<file path="config.mk">
export PLATFORM = sky130hd
export DESIGN_NAME = cfs_protocol_status
export DESIGN_NICKNAME = d
export VERILOG_FILES = /design/src/core/cfs_pkg.sv /design/src/core/cfs_flag_cell.sv /design/src/core/cfs_protocol_status.sv
export SDC_FILE = /design/constraint.sdc
export NUM_CORES = 1
export LEC_CHECK = 0
export ABC_AREA = 0
export BUFFER_PORTS_ARGS = -buffer_cell sky130_fd_sc_hd__buf_2
export CELL_PAD_IN_SITES_DETAIL_PLACEMENT = 2
export CELL_PAD_IN_SITES_GLOBAL_PLACEMENT = 2
export CORE_ASPECT_RATIO = 0.5
export CORE_MARGIN = 2
export CORE_UTILIZATION = 29
export CTS_CLUSTER_DIAMETER = 50
export DETAILED_ROUTE_END_ITERATION = 7
export GPL_ROUTABILITY_DRIVEN = 0
export HOLD_SLACK_MARGIN = 0.12
export PLACE_DENSITY_LB_ADDON = 0.1
export RECOVER_POWER = 25
export SKIP_CTS_REPAIR_TIMING = 1
export SLEW_MARGIN = 5
export SYNTH_ARGS = -nofsm -noshare
export SYNTH_HDL_FRONTEND = slang
export SYNTH_HIERARCHICAL = 1
export SYNTH_SLANG_ARGS = --single-unit
</file>
<file path="constraint.sdc">
create_clock -name clock -period 1.9 [get_ports clock]
set_input_delay 0.475 -clock clock [delete_from_list [all_inputs] [get_ports clock]]
set_output_delay 0.475 -clock clock [all_outputs]
set_load 0.01 [all_outputs]
</file>
<file path="src/core/cfs_pkg.sv">
// Package of field layout, reset values and codes for the CAN FD protocol status word
`default_nettype none
package cfs_pkg;
	localparam int unsigned WORD_W          = 32;
	localparam int unsigned POS_W           = 7;
	localparam int unsigned CODE_W          = 3;
	localparam int unsigned ACT_W           = 2;
	localparam int unsigned POS_LSB         = 16;
	localparam int unsigned POS_MSB         = 22;
	localparam int unsigned EXC_BIT         = 14;
	localparam int unsigned FDF_BIT         = 13;
	localparam int unsigned BRS_BIT         = 12;
	localparam int unsigned ESI_BIT         = 11;
	localparam int unsigned DCODE_LSB       = 8;
	localparam int unsigned DCODE_MSB       = 10;
	localparam int unsigned BOFF_BIT        = 7;
	localparam int unsigned WARN_BIT        = 6;
	localparam int unsigned PASS_BIT        = 5;
	localparam int unsigned ACT_LSB         = 3;
	localparam int unsigned ACT_MSB         = 4;
	localparam int unsigned NCODE_LSB       = 0;
	localparam int unsigned NCODE_MSB       = 2;
	localparam logic [POS_W-1:0]  POS_MAX   = 7'h7F;
	localparam logic [POS_W-1:0]  POS_RESET = 7'h00;
	localparam logic [WORD_W-1:0] WORD_RESET = 32'h00000707;

	typedef enum logic [CODE_W-1:0] {
		CFS_ERR_NONE   = 3'h0,
		CFS_ERR_STUFF  = 3'h1,
		CFS_ERR_FORM   = 3'h2,
		CFS_ERR_ACK    = 3'h3,
		CFS_ERR_BIT1   = 3'h4,
		CFS_ERR_BIT0   = 3'h5,
		CFS_ERR_CRC    = 3'h6,
		CFS_ERR_NOCHG  = 3'h7
	} cfs_err_code_t;

	// Events reported by the protocol engine, each valid a one-cycle pulse
	typedef struct packed {
		logic                exception;
		logic                fd_rx_valid;
		logic                fd_rx_brs;
		logic                fd_rx_esi;
		logic                data_phase_enter;
		logic                bus_event_valid;
		cfs_err_code_t       bus_event_code;
		logic                delay_meas_valid;
		logic                delay_meas_brs_tx;
		logic [POS_W-1:0]    delay_meas;
	} cfs_engine_evt_t;

	// Levels reported by the protocol engine
	typedef struct packed {
		logic                bus_off;
		logic                warning;
		logic                passive;
		logic [ACT_W-1:0]    activity;
	} cfs_engine_lvl_t;

	// Host access strobes
	typedef struct packed {
		logic                rd;
		logic                wr;
		logic [WORD_W-1:0]   wdata;
	} cfs_host_req_t;
endpackage
`default_nettype wire

</file>
<file path="src/core/cfs_flag_cell.sv">
// Sticky flag cell, set has priority over clear
`default_nettype none
module cfs_flag_cell (
	input  wire logic clock,
	input  wire logic rst,
	input  wire logic set,
	input  wire logic clr,
	output logic      q
);
	typedef struct packed {
		logic flag;
	} cfs_cell_state_t;

	cfs_cell_state_t st;
	cfs_cell_state_t next_st;

	always_comb begin
		next_st = st;
		if (set) begin
			next_st.flag = 1'b1;
		end else if (clr) begin
			next_st.flag = 1'b0;
		end
	end

	always_ff @(posedge clock or posedge rst) begin
		if (rst) begin
			st <= '0;
		end else begin
			st <= next_st;
		end
	end

	assign q = st.flag;
endmodule // cfs_flag_cell
`default_nettype wire

</file>
<file path="src/core/cfs_protocol_status.sv">
// CAN FD protocol status word: delay position, event flags, error codes, bus-off
// Functional notes
// - Position field is measured delay plus offset
// - Position counted in quanta, clamped to 127
// - Exception flag set by event, cleared by read
// - FD-received flag set on any FD frame
// - Cleared FD-received flag stays zero until next
// - BRS copy updated together with FD-received flag
// - ESI copy updated together with FD-received flag
// - Data-phase error code field, resets to seven
// - Data code gets zero only from a data-phase none event
// - Bus-off bit follows engine bus-off state
// - Codes: none,stuff,form,ack,bit1,bit0,crc,nochange
// - Read reinitialises nominal code to seven
// - Event after BRS data phase goes to data code
`default_nettype none
module cfs_protocol_status (
	input  wire logic                     clock,
	input  wire logic                     rst,
	input  wire cfs_pkg::cfs_engine_evt_t evt,
	input  wire cfs_pkg::cfs_engine_lvl_t lvl,
	input  wire logic [cfs_pkg::POS_W-1:0] delay_comp_offset,
	input  wire cfs_pkg::cfs_host_req_t   host,
	output logic [cfs_pkg::WORD_W-1:0]    rd_data,
	output logic                          rd_valid
);
	typedef struct packed {
		logic [cfs_pkg::POS_W-1:0]   delay_comp_position;
		logic                        last_fd_brs_flag;
		logic                        last_fd_esi_flag;
		cfs_pkg::cfs_err_code_t      data_phase_error_code;
		cfs_pkg::cfs_err_code_t      nominal_error_code;
		logic                        data_phase_armed;
		logic [cfs_pkg::WORD_W-1:0]  rd_data;
		logic                        rd_valid;
	} cfs_state_t;

	cfs_state_t                  st;
	cfs_state_t                  next_st;
	logic                        protocol_exception_flag;
	logic                        fd_frame_received_flag;
	logic [cfs_pkg::POS_W:0]     pos_sum;
	logic [cfs_pkg::WORD_W-1:0]  word;
	logic                        fdf_clr;

	// Host clears the FD-received flag by writing one to its bit
	assign fdf_clr = host.wr && host.wdata[cfs_pkg::FDF_BIT];

	cfs_flag_cell u_exception (
		.clock (clock),
		.rst   (rst),
		.set   (evt.exception),
		.clr   (host.rd),
		.q     (protocol_exception_flag)
	);

	cfs_flag_cell u_fd_received (
		.clock (clock),
		.rst   (rst),
		.set   (evt.fd_rx_valid),
		.clr   (fdf_clr),
		.q     (fd_frame_received_flag)
	);

	// Word as seen by the host; unlisted bits stay zero
	always_comb begin
		word = '0;
		word[cfs_pkg::POS_MSB:cfs_pkg::POS_LSB]     = st.delay_comp_position;
		word[cfs_pkg::EXC_BIT]                      = protocol_exception_flag;
		word[cfs_pkg::FDF_BIT]                      = fd_frame_received_flag;
		word[cfs_pkg::BRS_BIT]                      = st.last_fd_brs_flag;
		word[cfs_pkg::ESI_BIT]                      = st.last_fd_esi_flag;
		word[cfs_pkg::DCODE_MSB:cfs_pkg::DCODE_LSB] = st.data_phase_error_code;
		word[cfs_pkg::BOFF_BIT]                     = lvl.bus_off;
		word[cfs_pkg::WARN_BIT]                     = lvl.warning;
		word[cfs_pkg::PASS_BIT]                     = lvl.passive;
		word[cfs_pkg::ACT_MSB:cfs_pkg::ACT_LSB]     = lvl.activity;
		word[cfs_pkg::NCODE_MSB:cfs_pkg::NCODE_LSB] = st.nominal_error_code;
	end

	always_comb begin
		next_st = st;
		pos_sum = {1'b0, evt.delay_meas} + {1'b0, delay_comp_offset};
		next_st.rd_valid = host.rd;
		if (host.rd) begin
			next_st.rd_data = word;
			next_st.nominal_error_code = cfs_pkg::CFS_ERR_NOCHG;
			next_st.data_phase_error_code = cfs_pkg::CFS_ERR_NOCHG;
		end
		if (evt.delay_meas_valid && evt.delay_meas_brs_tx) begin
			if (pos_sum[cfs_pkg::POS_W]) begin
				next_st.delay_comp_position = cfs_pkg::POS_MAX;
			end else begin
				next_st.delay_comp_position = pos_sum[cfs_pkg::POS_W-1:0];
			end
		end
		if (evt.fd_rx_valid) begin
			next_st.last_fd_brs_flag = evt.fd_rx_brs;
			next_st.last_fd_esi_flag = evt.fd_rx_esi;
		end
		if (evt.data_phase_enter) begin
			next_st.data_phase_armed = 1'b1;
		end
		// A bus event in the same cycle as a read wins over the reinit
		if (evt.bus_event_valid) begin
			if (st.data_phase_armed || evt.data_phase_enter) begin
				next_st.data_phase_error_code = evt.bus_event_code;
				next_st.data_phase_armed = 1'b0;
			end else begin
				next_st.nominal_error_code = evt.bus_event_code;
			end
		end
	end

	always_ff @(posedge clock or posedge rst) begin
		if (rst) begin
			st.delay_comp_position   <= cfs_pkg::POS_RESET;
			st.last_fd_brs_flag      <= 1'b0;
			st.last_fd_esi_flag      <= 1'b0;
			st.data_phase_error_code <= cfs_pkg::CFS_ERR_NOCHG;
			st.nominal_error_code    <= cfs_pkg::CFS_ERR_NOCHG;
			st.data_phase_armed      <= 1'b0;
			st.rd_data               <= cfs_pkg::WORD_RESET;
			st.rd_valid              <= 1'b0;
		end else begin
			st <= next_st;
		end
	end

	assign rd_data  = st.rd_data;
	assign rd_valid = st.rd_valid;
endmodule // cfs_protocol_status
`default_nettype wire

</file>
Word-level counts from Yosys, hierarchy flattened
Index checks and enable logic that the tools add are counted.
{ "totals": {"ff_bits": 41, "out_inout_bits": 33} }
{ "op_classes": {"add_sub_neg": 1, "mux": 11, "reduce_logical": 5} }
{ "op_table": {"columns": ["operator", "n"], "rows": [
  ["two-way mux 7 bit", 2],
  ["adder 7 x 7 -> 8 bit", 1],
  ["two-way mux 1 bit", 6],
  ["two-way mux 3 bit", 2],
  ["two-way mux 6 bit", 1],
  ["nonzero test 2 bit", 2],
  ["logical AND 1 bit", 2],
  ["logical OR 1 bit", 1]
]} }

Logic depth before layout (Yosys ltp)
{ "depth": {"ltp_word": 3, "ltp_mapped": 7, "mapped_depth_nobuf": 7} }

Hierarchy
The synthesis kept the hierarchy.
{ "by_module_without_submodules": {"columns": ["mod", "n_inst", "cells_per_inst", "area_each_um2", "seq_area_each_um2"], "rows": [
  ["cfs_protocol_status", 1, 180, 2018.2, 991.0],
  ["cfs_flag_cell", 2, 4, 40.0, 25.0]
]} }

Least setup slack after synthesis
No wires, ideal clock.
{ "synth_path": {"path_kind": "input-to-reg", "from": "input evt[0] (netlist bit)", "to": "register st[48] (netlist bit)", "arrival_time_ns": 1.720, "required_time_ns": 1.771, "setup_slack_ns": 0.051, "stages": 7, "path_buffers": 0, "path_cell_list": "ha_1 inv_1 fa_1 nand2b_1 a211oi_2 nor4b_1 o21ai_1"} }
{ "synth_via": {"elab_chain_len": 2} }
{ "synth_lines": {"columns": ["element", "line", "text"], "rows": [
  ["from (decl)", "cfs_protocol_status.sv:20", "input wire cfs_pkg::cfs_engine_evt_t evt,"],
  ["adder 7 x 7 -> 8 bit", "cfs_protocol_status.sv:83", "pos_sum = {1'b0, evt.delay_meas} + {1'b0, delay_comp_offset};"],
  ["two-way mux 7 bit", "cfs_protocol_status.sv:91", "if (pos_sum[cfs_pkg::POS_W]) begin"],
  ["to (signal assigned)", "cfs_protocol_status.sv:126", "st <= next_st;"],
  ["to (decl)", "cfs_protocol_status.sv:38", "cfs_state_t st;"]
]} }
No other way between the ends.
A chain may end at the register's enable or synchronous reset.

Worst setup path after layout
Ends and elaborated chain as after synthesis.

==> run_results.csv <==
group,metric,value,unit
power,power_density,922,nW/µm²
clocking,clock-root-buffer,"clkbuf_16",
finish,area_growth,18.8,%
power,vdd_drop_max,0.000457,V
job,drv_cap,0,
run_status,outcome,"complete, no violations",
floorplan,core,6830,µm²
floorplan,die-height,64.1,µm
setup_path,reg2reg_slack,0.87,ns
floorplan,rows,21,
floorplan,start_util,30.7,%
timing,period_share,91.2,%
routing,via_per_inst,4.31,
synth,yosys-top-cells-count,"buf_4 (33), dfrtp_1 (29), mux2_2 (24)",
routing,drc,0,
setup_path,cp_num_buf_inv,2,
routing,drt-total-wl,4.07,mm
synth,yosys_most_used_dff,"dfrtp_1",
synth,synth_seq_cells,41,
routing,antenna_left,0,
global_routing,globalRoute.totalOverflow,0,
setup_path,crit_path_start_kind,"input port",
timing,max_slew.worst_pin.slew,0.699,ns
min_path,hold_class,"in2reg",
global_routing,grt_pass1_wl,7.17,mm
synth,synth.avg_cell_area,11.2,µm²
timing,max_freq,0.577,GHz
setup_path,path_max_fanout,2,
finish,nets,310,
floorplan,die_area,7970,µm²
routing,firstDrtPassIters,3,
setup_path,slowest_stage,"fa_1",
finish,drive_above_1_share,47.7,%
clocking,numCtsBuffers,5,
timing,holdWs,0.388,ns
global_routing,track_usage,11.0,%
synth,yosys.cell_count.top_type,"buf_4",
timing,period_minus_slack,1.73,ns
clocking,cts.sinks,41,
timing,rsz0062_at_grt,"false",
clocking,cts_tree,"yes",
setup_path,r2r_start,"st[33]$_DFF_PP0_",
min_path,worstHoldStart,"evt[17]",
synth,syn-cell-area,2100,µm²
synth,async_reset_ff_share,100,%
clocking,cts_buffer_depth,2,
synth,synth_top_area_share,34.6,%
min_path,whs_endpoint,"u_exception/q$_DFFE_PP0P_",
clocking,clk_pin_slew,0.06,ns
timing,slew_violations,0,
global_routing,grt_pass1_vias,1556,
floorplan,ioPinCount,99,
timing,skew,0.00561,ns
clocking,clk_latency,0.27,ns
setup_path,critical_path.top_delay_family,"adder cells",
setup_path,required,2.06,ns
floorplan,die_w,124,µm
synth,yosys.area.top_type,"dfrtp_1",
timing,setup_viol,0,
setup_path,crit_path_max_incr_delay,0.37,ns
clocking,htreeDepth,2,
synth,synth_seq_area_share,49.6,%
setup_path,critPathCaptureType,"register",
finish,diodes,0,
min_path,min_path_cells,2,
synth,ys_top_cells_by_area,"dfrtp_1 (35%), dfstp_2 (15%), mux2_2 (13%)",
global_routing,grt_max_degree,31,
setup_path,arrival,1.89,ns
synth,synth_cell_types,34,
routing,post_drt_wl_per_cell,12.4,µm
setup_path,r2r-end,"st[35]$_DFF_PP1_",
setup_path,path_depth,8,
power,p_leak,0.00114,µW
placement,hpwl,3.22,mm
synth,yosys_warnings,6,
synth,synth_edf_count,0,
timing,hold_viol,0,
timing,max_slew_margin,53.4,%
setup_path,reg2reg_depth,4,
timing,setup_tns,0,ns
setup_path,critical_path_class,"in2reg",
global_routing,antenna_found_initial,0,
routing,via_count,1419,
routing,drt_iter0_markers,38,
synth,syn-instance-count,188,
setup_path,crit_chain,"buf_2 -> ha_1 -> inv_1 -> fa_1 -> nand2b_1 -> a211oi_2 -> nor4b_2 -> o21ai_1",
placement,port_buffers,57,
==> area by class of cell <==
class | count | area, µm²
clock buffers | 7 | 133
clock inverters | 1 | 5.00
fillers | 756 | 4340
well taps | 92 | 115
flip-flops and latches | 41 | 1040
multi-input cells | 111 | 802
repair buffers | 67 | 359
inverters | 10 | 37.5
==> layout by cell type, fill, tap and decap left out, types with 5 or more instances in the layout <==
cell type  count
buf_2         56
dfrtp_1       29
mux2_2        24
nor2_1        23
dfstp_2       12
inv_1         10
conb_1        10
buf_4          8
ha_1           7
a21oi_1        6
nand2_1        6
clkbuf_16      5
==> kinds of logic (layout without fill, tap and decap cells) <==
group | after synthesis | count (layout) | share of synthesized area [%]
AO/OA/AOI/OAI | 25 | 25 | 8.11
other | 1 | 10 | 0.179
buffers and inverters | 45 | 85 | 14.1
AND/OR/NAND/NOR | 41 | 41 | 8.77
multiplexers | 24 | 24 | 12.9
XOR/XNOR | 3 | 3 | 1.25
flip-flops | 41 | 41 | 49.6
adder cells (fa/ha/maj) | 8 | 8 | 5.13
==> per-layer routing <==
| metal | GRT usage [%] | up-vias | wire length [µm] |
|---|---|---|---|
| met4 | 2.53 | 0 | 30 |
| met3 | 3.43 | 2 | 204 |
| met5 | 0 | - | 0 |
| li1 | - | 685 | - |
| met2 | 19.4 | 43 | 2020 |
| met1 | 13.4 | 689 | 1820 |
==> stage by stage <==
step	power, µW	instances	cell area [µm²]	setup WS, ns	utilization, %
after global routing	2440	329	2490	0.0291	36.5
after floorplan	1460	197	2130	0.0508	-
after global placement	1530	320	2350	-0.239	34.5
final	2300	329	2490	0.167	36.5
after CTS	2350	328	2490	0.0409	36.5
after detailed placement	1550	320	2350	-0.229	34.5
==> registers in the layout, summed over array words and instances (netlist names) <==
signal,flops
st,16
rd_data,22
rd_valid,1
u_exception/q,1
u_fd_received/q,1
==> how the worst max path moves through the flow <==
stage,slack [ns],end,startpoint
2_1_floorplan,0.05,st[48]$_DFFE_PP0P_,evt[0]
3_5_place_dp,-0.23,st[48]$_DFFE_PP0P_,evt[0]
5_1_grt,0.03,st[48]$_DFFE_PP0P_,evt[0]
4_1_cts,0.04,st[48]$_DFFE_PP0P_,evt[0]
3_3_place_gp,-0.24,st[48]$_DFFE_PP0P_,evt[0]
6_report,0.17,st[48]$_DFFE_PP0P_,evt[0]
==> worst register-to-register path, stage by stage, from the launching register on <==
cell and delay, ns:
dfrtp_1 0.37, nor2_1 0.12, and2_0 0.30, nand2_1 0.09
o21ai_0 0.08
==> report_power, final <==
part	total, µW	switching, µW	internal [µW]
Clock	784	300	485
Sequential	1080	59.9	1020
Combinational	438	223	215
No activity file was read; power rests on OpenSTA's default activity.
